**config.mk**
```make
export PLATFORM = sky130hd
export DESIGN_NAME = halt_wakeup_reset_sequencer
export DESIGN_NICKNAME = d
export VERILOG_FILES = /design/src/rtl/halt_reset_pkg.sv /design/src/rtl/halt_wakeup_reset_sequencer.sv /design/src/rtl/startup_delay_timer.sv
export SDC_FILE = /design/constraint.sdc
export NUM_CORES = 1
export LEC_CHECK = 0
export ABC_AREA = 1
export BUFFER_PORTS_ARGS = -buffer_cell sky130_fd_sc_hd__buf_2
export CAP_MARGIN = 20
export CELL_PAD_IN_SITES_DETAIL_PLACEMENT = 1
export CELL_PAD_IN_SITES_GLOBAL_PLACEMENT = 2
export CORE_UTILIZATION = 35
export CTS_BUF_LIST = sky130_fd_sc_hd__clkbuf_8
export DETAILED_ROUTE_END_ITERATION = 10
export PLACE_DENSITY = 0.89
export SLEW_MARGIN = 20
export SYNTH_ARGS = -nofsm -noshare
export SYNTH_HDL_FRONTEND = slang
export SYNTH_SLANG_ARGS = --single-unit
```
**constraint.sdc**
```tcl
create_clock -name clk -period 3.63 [get_ports clk]
set_input_delay 0.363 -clock clk [delete_from_list [all_inputs] [get_ports clk]]
set_output_delay 0.363 -clock clk [all_outputs]
set_load 0.1 [all_outputs]
```
**src/rtl/halt_reset_pkg.sv**
```systemverilog
package halt_reset_pkg;

  // ---------------------------------------------------------------
  // timing
  // ---------------------------------------------------------------
  localparam int unsigned STARTUP_CYCLES = 1024;
  localparam logic [9:0] STARTUP_LOAD = 10'(STARTUP_CYCLES - 1);
  localparam logic [10:0] STARTUP_LEN = 11'(STARTUP_CYCLES);

  // ---------------------------------------------------------------
  // register offsets
  // ---------------------------------------------------------------
  localparam logic [1:0] ADDR_STATUS = 2'h0;
  localparam logic [1:0] ADDR_WAKE_MASK = 2'h1;
  localparam logic [1:0] ADDR_CONTROL = 2'h2;
  localparam logic [1:0] ADDR_WAKE_CAUSE = 2'h3;

  // ---------------------------------------------------------------
  // field positions and reset values
  // ---------------------------------------------------------------
  localparam int STAT_PWRDN_BIT = 0;
  localparam int STAT_TO_BIT = 1;
  localparam int STAT_HALT_BIT = 2;
  localparam int STAT_BUSY_BIT = 3;
  localparam int CTRL_WDTOSC_BIT = 0;
  localparam logic [7:0] WAKE_MASK_RST = 8'hff;
  localparam logic CTRL_WDTOSC_RST = 1'h1;
  localparam logic TO_RST = 1'h0;
  localparam logic PWRDN_RST = 1'h0;

  // ---------------------------------------------------------------
  // enumerations
  // ---------------------------------------------------------------
  typedef enum logic [4:0] {
    ST_RESET = 5'h01,
    ST_RUN = 5'h02,
    ST_HALT = 5'h04,
    ST_WAKE = 5'h08,
    ST_INTDLY = 5'h10
  } state_t;

  typedef enum logic [2:0] {
    CAUSE_POWER = 3'h0,
    CAUSE_PIN = 3'h1,
    CAUSE_INT = 3'h2,
    CAUSE_PORT = 3'h3,
    CAUSE_WDT = 3'h4,
    CAUSE_USB = 3'h5
  } cause_t;

endpackage

```
**src/rtl/halt_wakeup_reset_sequencer.sv**
```systemverilog
// Summary of operation
// [RQ1] power-down stops the system oscillator; watchdog oscillator runs if chosen
// [RQ2] on-chip RAM and registers are frozen during power-down
// [RQ3] entering power-down restarts watchdog and prescaler on its own oscillator
// [RQ4] I/O ports keep state and configuration during power-down
// [RQ5] power-down instruction sets power-down flag, clears time-out flag
// [RQ6] wake causes: reset pin, interrupt, port A falling edge, watchdog
// [RQ7] reset pin gives full initialisation; watchdog in power-down warm reset
// [RQ8] power-down flag cleared by power-up and watchdog clear, set by halt
// [RQ9] watchdog time-out sets time-out flag; wake resets only PC and SP
// [RQ10] port A bits each enabled to wake; resumes at next instruction
// [RQ11] interrupt wake vectors only if enabled and stack not full
// [RQ12] request already pending at power-down entry cannot wake
// [RQ13] every wake inserts a 1024 system clock wait
// [RQ14] interrupt entry lags the wait by a cycle; next instruction at once
// [RQ15] chip reset from reset pin, watchdog in run, or USB bus reset
// [RQ16] time-out and power-down flags encode the reset cause
// [RQ17] start-up timer adds 1024 cycles on power-up, resets and wakes
// [RQ18] chip reset clears PC, interrupts, watchdog, timer, ports, stack
// [RQ19] port falling edges caught on the clock that keeps running
// [RQ20] after a watchdog wake the watchdog counts again from zero
`timescale 1ns/1ps
module halt_wakeup_reset_sequencer (
  input wire logic clk,
  input wire logic reset_n,
  input wire logic [1:0] regAddr,
  input wire logic [7:0] regWriteData,
  input wire logic regWrite,
  input wire logic regRead,
  output logic [7:0] regReadData,
  input wire logic haltExec,
  input wire logic wdtClearExec,
  input wire logic wdtOverflow,
  input wire logic usbBusReset,
  input wire logic externalResetPin_n,
  input wire logic [7:0] portA,
  input wire logic [1:0] intRequest,
  input wire logic [1:0] intEnable,
  input wire logic globalIntEnable,
  input wire logic stackFull,
  output logic oscillatorRun,
  output logic wdtOscRun,
  output logic coreFreeze,
  output logic chipReset,
  output logic warmReset,
  output logic wdtRestart,
  output logic resumeNext,
  output logic intVector,
  output logic timeoutFlag,
  output logic powerDownFlag,
  output logic haltActive,
  output logic startupBusy
);

  typedef struct packed {
    halt_reset_pkg::state_t state;
    halt_reset_pkg::cause_t cause;
    logic pwrDown;
    logic to;
    logic [7:0] wakeMask;
    logic wdtOscSel;
    logic [1:0] reqAtHalt;
    logic [7:0] portPrev;
    logic wakeToInt;
    logic sstStart;
    logic oscRun;
    logic freeze;
    logic chipReset;
    logic warmReset;
    logic wdtRestart;
    logic resumeNext;
    logic intVector;
    logic [7:0] rdata;
  } ctl_t;

  ctl_t ctl_reg;
  ctl_t ctl_next;
  logic sstDone;
  logic sstBusy;
  logic [7:0] portFall;
  logic [1:0] newReq;
  logic intWake;
  logic intTake;

  function automatic logic regHit(input logic [1:0] a,
                                  input logic [1:0] off);
    regHit = (a == off);
  endfunction

  // ---------------------------------------------------------------
  // start-up delay
  // ---------------------------------------------------------------
  startup_delay_timer u_startup (
    .clk(clk),
    .reset_n(reset_n),
    .start(ctl_reg.sstStart),
    .busy(sstBusy),
    .done(sstDone)
  );

  // ---------------------------------------------------------------
  // wake sources
  // ---------------------------------------------------------------
  // edges sampled on clk, which stays up while the core clock is gated
  genvar gi;
  generate
    for (gi = 0; gi < 8; gi++) begin : g_port
      assign portFall[gi] = ctl_reg.portPrev[gi] & ~portA[gi]
                            & ctl_reg.wakeMask[gi]; // RQ10 RQ19
    end
  endgenerate

  // requests pending at entry are masked out
  assign newReq = intRequest & ~ctl_reg.reqAtHalt; // RQ12
  assign intWake = |newReq;
  assign intTake = globalIntEnable & |(newReq & intEnable)
                   & ~stackFull; // RQ11

  // ---------------------------------------------------------------
  // sequencer
  // ---------------------------------------------------------------
  always_comb begin
    ctl_next = ctl_reg;
    ctl_next.sstStart = 1'b0;
    ctl_next.warmReset = 1'b0;
    ctl_next.wdtRestart = 1'b0;
    ctl_next.resumeNext = 1'b0;
    ctl_next.intVector = 1'b0;
    ctl_next.portPrev = portA;
    ctl_next.rdata = 8'h00;

    if (!externalResetPin_n) begin
      // full init, held while the pin is low
      ctl_next.state = halt_reset_pkg::ST_RESET; // RQ7 RQ15
      ctl_next.cause = halt_reset_pkg::CAUSE_PIN;
      ctl_next.chipReset = 1'b1; // RQ18
      ctl_next.sstStart = 1'b1; // RQ17
      ctl_next.oscRun = 1'b1;
      ctl_next.freeze = 1'b0;
      ctl_next.wdtRestart = 1'b1;
      if (ctl_reg.state == halt_reset_pkg::ST_HALT) begin
        ctl_next.to = 1'b0; // RQ16
        ctl_next.pwrDown = 1'b0;
      end
    end else if (usbBusReset) begin
      ctl_next.state = halt_reset_pkg::ST_RESET; // RQ15
      ctl_next.cause = halt_reset_pkg::CAUSE_USB;
      ctl_next.chipReset = 1'b1; // RQ18
      ctl_next.sstStart = 1'b1;
      ctl_next.oscRun = 1'b1;
      ctl_next.freeze = 1'b0;
      if (ctl_reg.state == halt_reset_pkg::ST_HALT) begin
        ctl_next.to = 1'b0;
        ctl_next.pwrDown = 1'b1;
      end
    end else begin
      unique case (ctl_reg.state)
        halt_reset_pkg::ST_RESET: begin
          if (sstDone) begin
            ctl_next.state = halt_reset_pkg::ST_RUN;
            ctl_next.chipReset = 1'b0;
          end
        end
        halt_reset_pkg::ST_RUN: begin
          if (wdtOverflow) begin
            ctl_next.state = halt_reset_pkg::ST_RESET; // RQ15
            ctl_next.cause = halt_reset_pkg::CAUSE_WDT;
            ctl_next.chipReset = 1'b1;
            ctl_next.sstStart = 1'b1; // RQ17
            ctl_next.wdtRestart = 1'b1;
            ctl_next.to = 1'b1; // RQ9 RQ16
          end else if (haltExec) begin
            // halt wins over a watchdog clear in the same cycle
            ctl_next.state = halt_reset_pkg::ST_HALT;
            ctl_next.pwrDown = 1'b1; // RQ5 RQ8
            ctl_next.to = 1'b0; // RQ5
            ctl_next.oscRun = 1'b0; // RQ1
            ctl_next.freeze = 1'b1; // RQ2 RQ4
            ctl_next.reqAtHalt = intRequest; // RQ12
            ctl_next.wdtRestart = ctl_reg.wdtOscSel; // RQ3
          end else if (wdtClearExec) begin
            ctl_next.pwrDown = 1'b0; // RQ8
          end
        end
        halt_reset_pkg::ST_HALT: begin
          if (wdtOverflow) begin
            ctl_next.state = halt_reset_pkg::ST_WAKE; // RQ6
            ctl_next.cause = halt_reset_pkg::CAUSE_WDT;
            ctl_next.to = 1'b1; // RQ9 RQ16
            ctl_next.pwrDown = 1'b1;
            ctl_next.warmReset = 1'b1; // RQ7 RQ9
            ctl_next.wdtRestart = 1'b1; // RQ20
            ctl_next.wakeToInt = 1'b0;
            ctl_next.sstStart = 1'b1; // RQ13
            ctl_next.oscRun = 1'b1;
          end else if (|portFall) begin
            ctl_next.state = halt_reset_pkg::ST_WAKE; // RQ6 RQ10
            ctl_next.cause = halt_reset_pkg::CAUSE_PORT;
            ctl_next.wakeToInt = 1'b0;
            ctl_next.sstStart = 1'b1; // RQ13
            ctl_next.oscRun = 1'b1;
          end else if (intWake) begin
            ctl_next.state = halt_reset_pkg::ST_WAKE; // RQ6
            ctl_next.cause = halt_reset_pkg::CAUSE_INT;
            ctl_next.wakeToInt = intTake; // RQ11
            ctl_next.sstStart = 1'b1; // RQ13
            ctl_next.oscRun = 1'b1;
          end
        end
        halt_reset_pkg::ST_WAKE: begin
          if (sstDone) begin
            ctl_next.freeze = 1'b0;
            if (ctl_reg.wakeToInt) begin
              ctl_next.state = halt_reset_pkg::ST_INTDLY; // RQ14
            end else begin
              ctl_next.state = halt_reset_pkg::ST_RUN;
              ctl_next.resumeNext = 1'b1; // RQ14
            end
          end
        end
        halt_reset_pkg::ST_INTDLY: begin
          ctl_next.state = halt_reset_pkg::ST_RUN;
          ctl_next.intVector = 1'b1; // RQ14
        end
        default: begin
          ctl_next.state = halt_reset_pkg::ST_RESET;
          ctl_next.chipReset = 1'b1;
          ctl_next.sstStart = 1'b1;
        end
      endcase
    end

    // register port
    if (regWrite && regHit(regAddr, halt_reset_pkg::ADDR_WAKE_MASK)) begin
      ctl_next.wakeMask = regWriteData;
    end
    if (regWrite && regHit(regAddr, halt_reset_pkg::ADDR_CONTROL)) begin
      ctl_next.wdtOscSel = regWriteData[halt_reset_pkg::CTRL_WDTOSC_BIT];
    end
    if (regRead) begin
      if (regHit(regAddr, halt_reset_pkg::ADDR_STATUS)) begin
        ctl_next.rdata[halt_reset_pkg::STAT_PWRDN_BIT] = ctl_reg.pwrDown;
        ctl_next.rdata[halt_reset_pkg::STAT_TO_BIT] = ctl_reg.to;
        ctl_next.rdata[halt_reset_pkg::STAT_HALT_BIT] =
          (ctl_reg.state == halt_reset_pkg::ST_HALT);
        ctl_next.rdata[halt_reset_pkg::STAT_BUSY_BIT] = sstBusy;
      end else if (regHit(regAddr, halt_reset_pkg::ADDR_WAKE_MASK)) begin
        ctl_next.rdata = ctl_reg.wakeMask;
      end else if (regHit(regAddr, halt_reset_pkg::ADDR_CONTROL)) begin
        ctl_next.rdata[halt_reset_pkg::CTRL_WDTOSC_BIT] = ctl_reg.wdtOscSel;
      end else begin
        ctl_next.rdata = {5'h00, ctl_reg.cause};
      end
    end
  end

  always_ff @(posedge clk or negedge reset_n) begin
    if (!reset_n) begin
      ctl_reg <= '0;
      ctl_reg.state <= halt_reset_pkg::ST_RESET;
      ctl_reg.cause <= halt_reset_pkg::CAUSE_POWER;
      ctl_reg.pwrDown <= halt_reset_pkg::PWRDN_RST; // RQ8
      ctl_reg.to <= halt_reset_pkg::TO_RST;
      ctl_reg.wakeMask <= halt_reset_pkg::WAKE_MASK_RST;
      ctl_reg.wdtOscSel <= halt_reset_pkg::CTRL_WDTOSC_RST;
      ctl_reg.portPrev <= 8'hff;
      ctl_reg.sstStart <= 1'b1; // RQ17
      ctl_reg.oscRun <= 1'b1;
      ctl_reg.chipReset <= 1'b1; // RQ18
    end else begin
      ctl_reg <= ctl_next;
    end
  end

  // ---------------------------------------------------------------
  // outputs
  // ---------------------------------------------------------------
  assign regReadData = ctl_reg.rdata;
  assign oscillatorRun = ctl_reg.oscRun;
  assign wdtOscRun = ctl_reg.wdtOscSel;
  assign coreFreeze = ctl_reg.freeze;
  assign chipReset = ctl_reg.chipReset;
  assign warmReset = ctl_reg.warmReset;
  assign wdtRestart = ctl_reg.wdtRestart;
  assign resumeNext = ctl_reg.resumeNext;
  assign intVector = ctl_reg.intVector;
  assign timeoutFlag = ctl_reg.to;
  assign powerDownFlag = ctl_reg.pwrDown;
  assign haltActive = (ctl_reg.state == halt_reset_pkg::ST_HALT);
  assign startupBusy = sstBusy;

  // ---------------------------------------------------------------
  // checks
  // ---------------------------------------------------------------
  logic runQuiet;
  logic haltQuiet;
  assign runQuiet = (ctl_reg.state == halt_reset_pkg::ST_RUN)
                    & externalResetPin_n & ~usbBusReset & ~wdtOverflow;
  assign haltQuiet = (ctl_reg.state == halt_reset_pkg::ST_HALT)
                     & externalResetPin_n & ~usbBusReset & ~wdtOverflow;

  property p_halt_flags;
    @(posedge clk) disable iff (!reset_n)
    runQuiet && haltExec |=> powerDownFlag && !timeoutFlag && haltActive;
  endproperty
  a_halt_flags: assert property (p_halt_flags) // RQ5
    else $error("halt entry flags wrong");

  property p_osc_off;
    @(posedge clk) disable iff (!reset_n)
    haltActive |-> !oscillatorRun && coreFreeze;
  endproperty
  a_osc_off: assert property (p_osc_off) // RQ1
    else $error("oscillator or freeze wrong in power-down");

  property p_wdt_restart;
    @(posedge clk) disable iff (!reset_n)
    runQuiet && haltExec && wdtOscRun |=> wdtRestart ##1 !wdtRestart;
  endproperty
  a_wdt_restart: assert property (p_wdt_restart) // RQ3
    else $error("watchdog not restarted on halt");

  property p_clear_pdf;
    @(posedge clk) disable iff (!reset_n)
    runQuiet && !haltExec && wdtClearExec |=> !powerDownFlag;
  endproperty
  a_clear_pdf: assert property (p_clear_pdf) // RQ8
    else $error("watchdog clear left power-down flag");

  property p_warm_wake;
    @(posedge clk) disable iff (!reset_n)
    ctl_reg.state == halt_reset_pkg::ST_HALT && wdtOverflow
      && externalResetPin_n && !usbBusReset
    |=> warmReset && wdtRestart && timeoutFlag && powerDownFlag
        && !chipReset ##1 startupBusy;
  endproperty
  a_warm_wake: assert property (p_warm_wake) // RQ9
    else $error("watchdog wake did not warm reset");

  property p_pin_reset;
    @(posedge clk) disable iff (!reset_n)
    !externalResetPin_n |=> chipReset ##1 (startupBusy && chipReset);
  endproperty
  a_pin_reset: assert property (p_pin_reset) // RQ15
    else $error("reset pin did not reset chip");

  property p_pending_blocked;
    @(posedge clk) disable iff (!reset_n)
    haltQuiet && portFall == 8'h00 && newReq == 2'h0 |=> haltActive;
  endproperty
  a_pending_blocked: assert property (p_pending_blocked) // RQ12
    else $error("woke without a new cause");

  property p_port_wake;
    @(posedge clk) disable iff (!reset_n)
    haltQuiet && |portFall |=> !haltActive && oscillatorRun
      ##1 startupBusy;
  endproperty
  a_port_wake: assert property (p_port_wake) // RQ10
    else $error("port edge did not wake");

  property p_int_after_wait;
    @(posedge clk) disable iff (!reset_n)
    $rose(intVector) |-> !startupBusy && $past(!startupBusy, 2);
  endproperty
  a_int_after_wait: assert property (p_int_after_wait) // RQ14
    else $error("interrupt entry not delayed after wait");

endmodule // halt_wakeup_reset_sequencer

```
**src/rtl/startup_delay_timer.sv**
```systemverilog
`timescale 1ns/1ps
module startup_delay_timer (
  input wire logic clk,
  input wire logic reset_n,
  input wire logic start,
  output logic busy,
  output logic done
);

  typedef struct packed {
    logic [9:0] count;
    logic busy;
    logic done;
  } startup_t;

  startup_t timer_reg;
  startup_t timer_next;
  logic [10:0] busyLen;

  // ---------------------------------------------------------------
  // count down, a start reloads at any time
  // ---------------------------------------------------------------
  always_comb begin
    timer_next = timer_reg;
    timer_next.done = 1'b0;
    if (start) begin
      timer_next.count = halt_reset_pkg::STARTUP_LOAD;
      timer_next.busy = 1'b1;
    end else if (timer_reg.busy) begin
      if (timer_reg.count == 10'h000) begin
        timer_next.busy = 1'b0;
        timer_next.done = 1'b1;
      end else begin
        timer_next.count = timer_reg.count - 10'h001;
      end
    end
  end

  always_ff @(posedge clk or negedge reset_n) begin
    if (!reset_n) begin
      timer_reg <= '0;
    end else begin
      timer_reg <= timer_next;
    end
  end

  assign busy = timer_reg.busy;
  assign done = timer_reg.done;

  // ---------------------------------------------------------------
  // checks
  // ---------------------------------------------------------------
  always_ff @(posedge clk or negedge reset_n) begin
    if (!reset_n) begin
      busyLen <= 11'h000;
    end else if (start) begin
      busyLen <= 11'h000;
    end else if (timer_reg.busy) begin
      busyLen <= busyLen + 11'h001;
    end
  end

  property p_startup_length;
    @(posedge clk) disable iff (!reset_n)
    $fell(busy) |-> busyLen == halt_reset_pkg::STARTUP_LEN;
  endproperty
  a_startup_length: assert property (p_startup_length) // RQ17
    else $error("start-up delay not 1024 cycles");

  property p_startup_done;
    @(posedge clk) disable iff (!reset_n)
    $fell(busy) |-> done ##1 !done;
  endproperty
  a_startup_done: assert property (p_startup_done) // RQ13
    else $error("start-up done pulse wrong");

endmodule // startup_delay_timer

```
==> impl_metrics.ini, run 1 <==
[yosys]
syn_avg_cell_area_sq_um = 8.78
yosysSeqAreaShare_pct = 51.8
synth_area_leaders = dfrtp_1 32%, dfstp_2 19%, nand2_1 7.2%
synth_edf_count = 0
yosys.area.top_type = dfrtp_1
synth_area_sq_um = 2850
synthArstFlopShare_pct = 100
synth_warnings = 0
syn-num-nets = 359
synth_cell_type_count = 40
synth_top_area_share_pct = 32.5
ys.flop_type = dfrtp_1
synthCells = 325
ys_seq_elements = 58

[clock_network]
cts-root-buf = clkbuf_8
clock_path_buffers = 2
clock_latency_ps = 330
cts.htree.levels = 3
post-cts-setup-buffers = 0
numCtsBuffers = 9
clkSinkCount = 58
cts_tree = yes
cts_hold_buf = 0
ctsResizeCount = 0
clk_pin_slew_worst_paths_ps = 70

[sta]
worstMarginPinSlew_ps = 912
whs_ps = 131
hold_viol = 0
tns_ps = 0
rsz0062_at_grt = false
slew_viol_final = 0
fmax_ghz = 0.472
post-route-min-period_ps = 2120
slew_headroom_pct = 39.2
setup_violations = 0
fin_crit_sh_pct = 58.3
fin_skew_ps = 9.02

[detailed_routing]
final_antenna_net_count = 0
drtIter0Drc = 80
drt-wirelength-per-cell_microns = 14.2
viasPerCell = 4.82
totalWireLength_mm = 6.90
vias = 2340
dr.pass1.iters = 4
drc = 0

[placed_design]
port_buffers = 52
place.gp.congestion = 0.849
hpwl_mm = 5.29

[power_and_ir_drop]
p_per_area_nw_per_um2 = 511
p_leak_nw = 1.69
peakVddDrop_mv = 0.274

[cells_and_area]
syn2layout_area_growth_pct = 19.1
nets = 412
fin_util_pct = 43.5
drive_gt1_share_pct = 31.6
largest_reg_flops = 28
antennaDiodeCount = 0
fill_cells = 978

[global_route]
grt_pass1_wl_mm = 11.9
grt_usage_pct = 18.4
grt_pass1_vias = 2504
grt_max_degree = 42
antenna_found_initial = 0
overflow = 0

[floorplan]
die_y_microns = 92.3
initial_core_util_pct = 36.5
die_area_sq_um = 8520
num_rows = 32
num_io_pins = 53
die_w_microns = 92.3
design.core.area_sq_um = 7810

[worst_hold_path]
hold_class = in -> reg

[run]
drv.max_cap_violation_count = 0

[setup_path]
endpoint_kind = output port
cp-start-kind = flip-flop
crit_path_max_fanout = 8
worstSetupPathType = reg -> out
cp.required_ps = 3270
cp.arrival_ps = 1750

[run_status]
outcome = completed
## through the flow
stage,setup slack [ps],instance area [sq um],total power (W),instances
after floorplan,1680,2850,0.000987,325
after global placement,1930,3170,0.00106,469
after detailed placement,1870,3170,0.00107,469
after CTS,1500,3400,0.00176,485
after global routing,1440,3400,0.00181,485
final,1510,3400,0.00173,485
## per-layer routing
layer / GRT usage [%] / wire length (microns) / vias up
met5: 0 / 0 / -
met4: 7.42 / 123 / 0
met3: 4.48 / 239 / 12
met2: 32.0 / 3530 / 46
met1: 21.6 / 3010 / 1125
li1: - / - / 1157
## path summary, 6_finish.rpt
kind / startpoint / endpoint / slack (ps) / cells past startpoint
hold / removal: portA[7] / ctl_reg[24] / 130 / 1
hold reg to reg: oscillatorRun / oscillatorRun / 470 / 2
min in group asynchronous: reset_n / u_startup.timer_reg[5] / 160 / 1
setup / recovery: ctl_reg[42] / haltActive / 1510 / 4
setup reg to reg: u_startup.timer_reg[2] / u_startup.timer_reg[4] / 1910 / 7
max in group asynchronous: reset_n / chipReset / 2610 / 2
## cell families (layout without fill, tap and decap cells)
logic type / Yosys count / after routing / share of synthesized area [%]
AND/OR/NAND/NOR: 155 / 155 / 27.1
adder cells (fa/ha/maj): 1 / 1 / 0.439
XOR/XNOR: 1 / 1 / 0.307
multiplexers: 3 / 3 / 1.18
buffers and inverters: 54 / 112 / 8.46
flip-flops: 58 / 58 / 51.8
AO/OA/AOI/OAI: 53 / 53 / 10.7
## worst max-delay path, stage by stage (launching register included)
cell     delay (ps)
dfrtp_1         460
nor2_4          190
nand3_2         150
inv_2           170
buf_2           450
## final cells by class
class / instances / area [sq um] / area share, %
repair buffers: 53 / 268 / 7.88
inverters: 43 / 161 / 4.75
well taps: 102 / 128 / 3.76
clock inverters: 5 / 77.6 / 2.28
multi-input cells: 213 / 1130 / 33.4
clock buffers: 11 / 151 / 4.46
flip-flops and latches: 58 / 1480 / 43.5
## cell usage after synthesis, types with 5 or more instances
master and n:
a21oi_1 22, buf_4 8, dfrtp_1 37, dfstp_2 21, inv_1 38, inv_2 5, nand2_1 55, nand3_1 29
nor2_1 44, o21ai_0 14
## report_power, final
group | internal [W] | switching, W | total [W] | leakage (nW)
logic | 0.0000689 | 0.000237 | 0.000306 | 0.915
clock network | 0.000421 | 0.000257 | 0.000679 | 0.121
registers | 0.000715 | 0.0000351 | 0.000750 | 0.656
## cells in the final DEF, fill, tap and decap left out, types with 2 or more instances in the layout
cell type	instances
nand2_1	55
buf_2	52
nor2_1	44
inv_1	39
dfrtp_1	37
nand3_1	29
a21oi_1	22
dfstp_2	21
o21ai_0	14
clkbuf_8	11
inv_2	5
nor2_2	4
nor2_4	4
o21ai_1	4
o21ai_2	4
nor3_1	3
mux2_2	3
a211oi_1	2
nand3_2	2
nand4_2	2
nand4_1	2
nand4_4	2
nand3b_1	2
bufinv_16	2
Power figures use the tool's default switching activity.
==> inputs of run 2 (changes only) <==
--- a/config.mk
+++ b/config.mk
@@ -5,7 +5,7 @@
 export SDC_FILE = /design/constraint.sdc
 export NUM_CORES = 1
 export LEC_CHECK = 0
-export ABC_AREA = 1
+export ABC_AREA = 0
 export BUFFER_PORTS_ARGS = -buffer_cell sky130_fd_sc_hd__buf_2
 export CAP_MARGIN = 20
 export CELL_PAD_IN_SITES_DETAIL_PLACEMENT = 1
@@ -13,7 +13,7 @@
 export CORE_UTILIZATION = 35
 export CTS_BUF_LIST = sky130_fd_sc_hd__clkbuf_8
 export DETAILED_ROUTE_END_ITERATION = 10
-export PLACE_DENSITY = 0.89
+export PLACE_DENSITY = 0.84
 export SLEW_MARGIN = 20
 export SYNTH_ARGS = -nofsm -noshare
 export SYNTH_HDL_FRONTEND = slang
==> constraint.sdc (replaced) <==
create_clock -name clk -period 2.1 [get_ports clk]
set_input_delay 0.21 -clock clk [delete_from_list [all_inputs] [get_ports clk]]
set_output_delay 0.21 -clock clk [all_outputs]
set_load 0.1 [all_outputs]
==> impl_metrics.ini, run 2 <==
[power_and_ir_drop]
swShare_pct = 28.1
peakVddDrop_mv = 0.384
power_frac_seq_pct = 47.8
p_clk_share_pct = 38.9
p_sw_w = 0.000731
intPower_w = 0.00187
comb_power_share_pct = 13.3
p_leak_nw = 1.47
p_per_area_nw_per_um2 = 758

[yosys]
syn-num-nets = 282
synth_top_family_by_area = simple AND/OR/NAND/NOR gates
synth_warnings = 0
synthCells = 248
synth_edf_count = 0
synth_area_leaders = dfrtp_1 33%, dfstp_2 20%, mux2_2 5.3%
ys.flop_type = dfrtp_1
yosysSeqAreaShare_pct = 53.1
synth.mux.area_fraction_pct = 6.97
synthSimpleGateAreaFrac_pct = 19.5
synth_compound_area_share_pct = 12.6
ys_seq_elements = 58
yosys.area.top_type = dfrtp_1
yosys-top-cells-count = 37 x dfrtp_1, 21 x dfstp_2, 16 x nor2_1
yosysMostFrequentCell = dfrtp_1
synthXorXnorAreaFrac_pct = 2.20
synth_area_sq_um = 2780
synthArstFlopShare_pct = 100
synth_cell_type_count = 53
synth_top_area_share_pct = 33.3
syn_avg_cell_area_sq_um = 11.2
synth_fa_ha_area_share_pct = 0.450

[detailed_routing]
drt-wirelength-per-cell_microns = 15.9
viasPerCell = 5.12
drc = 0
totalWireLength_mm = 6.63
drtIter0Drc = 75
final_antenna_net_count = 0
vias = 2129
dr.pass1.iters = 4

[run_status]
outcome = completed

[clock_network]
clock_latency_ps = 330
cts_tree = yes
post-cts-setup-buffers = 0
numCtsBuffers = 9
clkSinkCount = 58
clock_path_buffers = 2
clk_pin_slew_worst_paths_ps = 70
cts.htree.levels = 3
cts-root-buf = clkbuf_8

[setup_path]
worstSetupPathType = in -> reg
cp-start-kind = input pin
reg2reg_from = u_startup.timer_reg[2]
cp.required_ps = 2320
reg2reg_setup_slack_ps = 210
endpoint_kind = flip-flop
cp.arrival_ps = 2230
crit_path_max_fanout = 7
reg2reg_to = u_startup.timer_reg[5]
rr_worst_depth = 8

[floorplan]
die_y_microns = 91.2
design.core.area_sq_um = 7730
die_area_sq_um = 8310
initial_core_util_pct = 36.0
num_rows = 32
num_io_pins = 53
die_w_microns = 91.2

[sta]
tns_ps = 0
slew_headroom_pct = 62.7
fin_crit_sh_pct = 95.6
worstMarginPinSlew_ps = 559
slew_viol_final = 0
fmax_ghz = 0.498
setup_violations = 0
fin_skew_ps = 12.8
post-route-min-period_ps = 2010
hold_viol = 0
rsz0062_at_grt = false

[global_route]
grt_pass1_vias = 2243
antenna_found_initial = 0
grt_usage_pct = 17.4
grt_max_degree = 37
overflow = 0
grt_pass1_wl_mm = 11.1

[cells_and_area]
fin_util_pct = 44.4
drive_gt1_share_pct = 39.8
fill_cells = 880
syn2layout_area_growth_pct = 23.3
largest_reg_flops = 28
final_cell_mix = 51 x buf_2, 37 x dfrtp_1, 21 x dfstp_2
antennaDiodeCount = 0
nets = 343
layout_commonest_cell = buf_2

[placed_design]
place.gp.congestion = 0.794
hpwl_mm = 4.62
port_buffers = 52

[worst_hold_path]
min_from = regWriteData[5]
hold_end = ctl_reg[33]
min_path_cells = 2
hold_class = in -> reg

[run]
drv.max_cap_violation_count = 0
[run 2: metrics by stage]
step                hold slack [ps]  instances  cell area [sq um]  power, W  worst slack (ps)
CTS                            97.1        416               3420   0.00262              61.0
detailed placement              234        391               3130   0.00159               115
floorplan                     -85.6        248               2780   0.00149              81.0
global route                    108        416               3430   0.00271              26.1
global placement                230        391               3130   0.00158               219
finish                          111        416               3430   0.00260              91.4
[run 2: worst max-delay path, stage by stage]
cell,delay [ps]
dlygate4sd3_1,520
buf_2,110
and3b_1,180
a311oi_2,330
nand4_4,200
o311ai_4,350
mux2_4,330
[run 2: worst max path at each step]
stage / from / end / slack, ps / cells past startpoint
after floorplan: ctl_reg[45] / ctl_reg[38] / 80 / 6
after global placement: u_startup.timer_reg[2] / u_startup.timer_reg[9] / 220 / 8
after detailed placement: u_startup.timer_reg[2] / u_startup.timer_reg[9] / 110 / 8
after CTS: portA[1] / ctl_reg[16] / 60 / 7
after global routing: u_startup.timer_reg[2] / u_startup.timer_reg[5] / 30 / 8
final: portA[1] / ctl_reg[16] / 90 / 7
[run 2: layout make-up]
class / count / area (sq um) / share of cell area [%]
repair buffers: 66 / 415 / 12.1
flip-flops and latches: 58 / 1480 / 43.1
inverters: 11 / 41.3 / 1.20
multi-input cells: 163 / 1170 / 34.2
clock buffers: 9 / 124 / 3.61
clock inverters: 7 / 70.1 / 2.04
well taps: 102 / 128 / 3.72
[run 2: what timing repair did]
action | CTS | global route
hold endpoints to repair | 27 | 0
gates resized for setup | 0 | 3
hold buffers | 9 | 0
endpoints found under the setup margin | 0 | 6
[run 2: power by group through the flow]
stage,clock network (W),registers [W],logic [W]
5_1_grt,0.00108,0.00125,0.000372
6_report,0.00101,0.00124,0.000345
3_5_place_dp,0,0.00126,0.000327
3_3_place_gp,0,0.00126,0.000322
2_1_floorplan,0,0.00129,0.000198
4_1_cts,0.00103,0.00124,0.000343
[run 2: cell families (layout without fill, tap and decap cells)]
family                     count (synthesis)  count (layout)
AOI/OAI and AO/OA                         47              47
xor gates and xnor gates                   7               7
DFF                                       58              58
and+or+nand+nor                           92              92
muxes                                     16              16
buffers and inverters                     27              93
adders and majority gates                  1               1
[run 2: routing by layer]
metal,wire length [microns],GRT usage [%],vias up
li1,-,-,1003
met1,3010,22.1,1078
met2,3310,28.9,35
met3,168,2.76,13
met4,138,8.07,0
met5,0,0,-
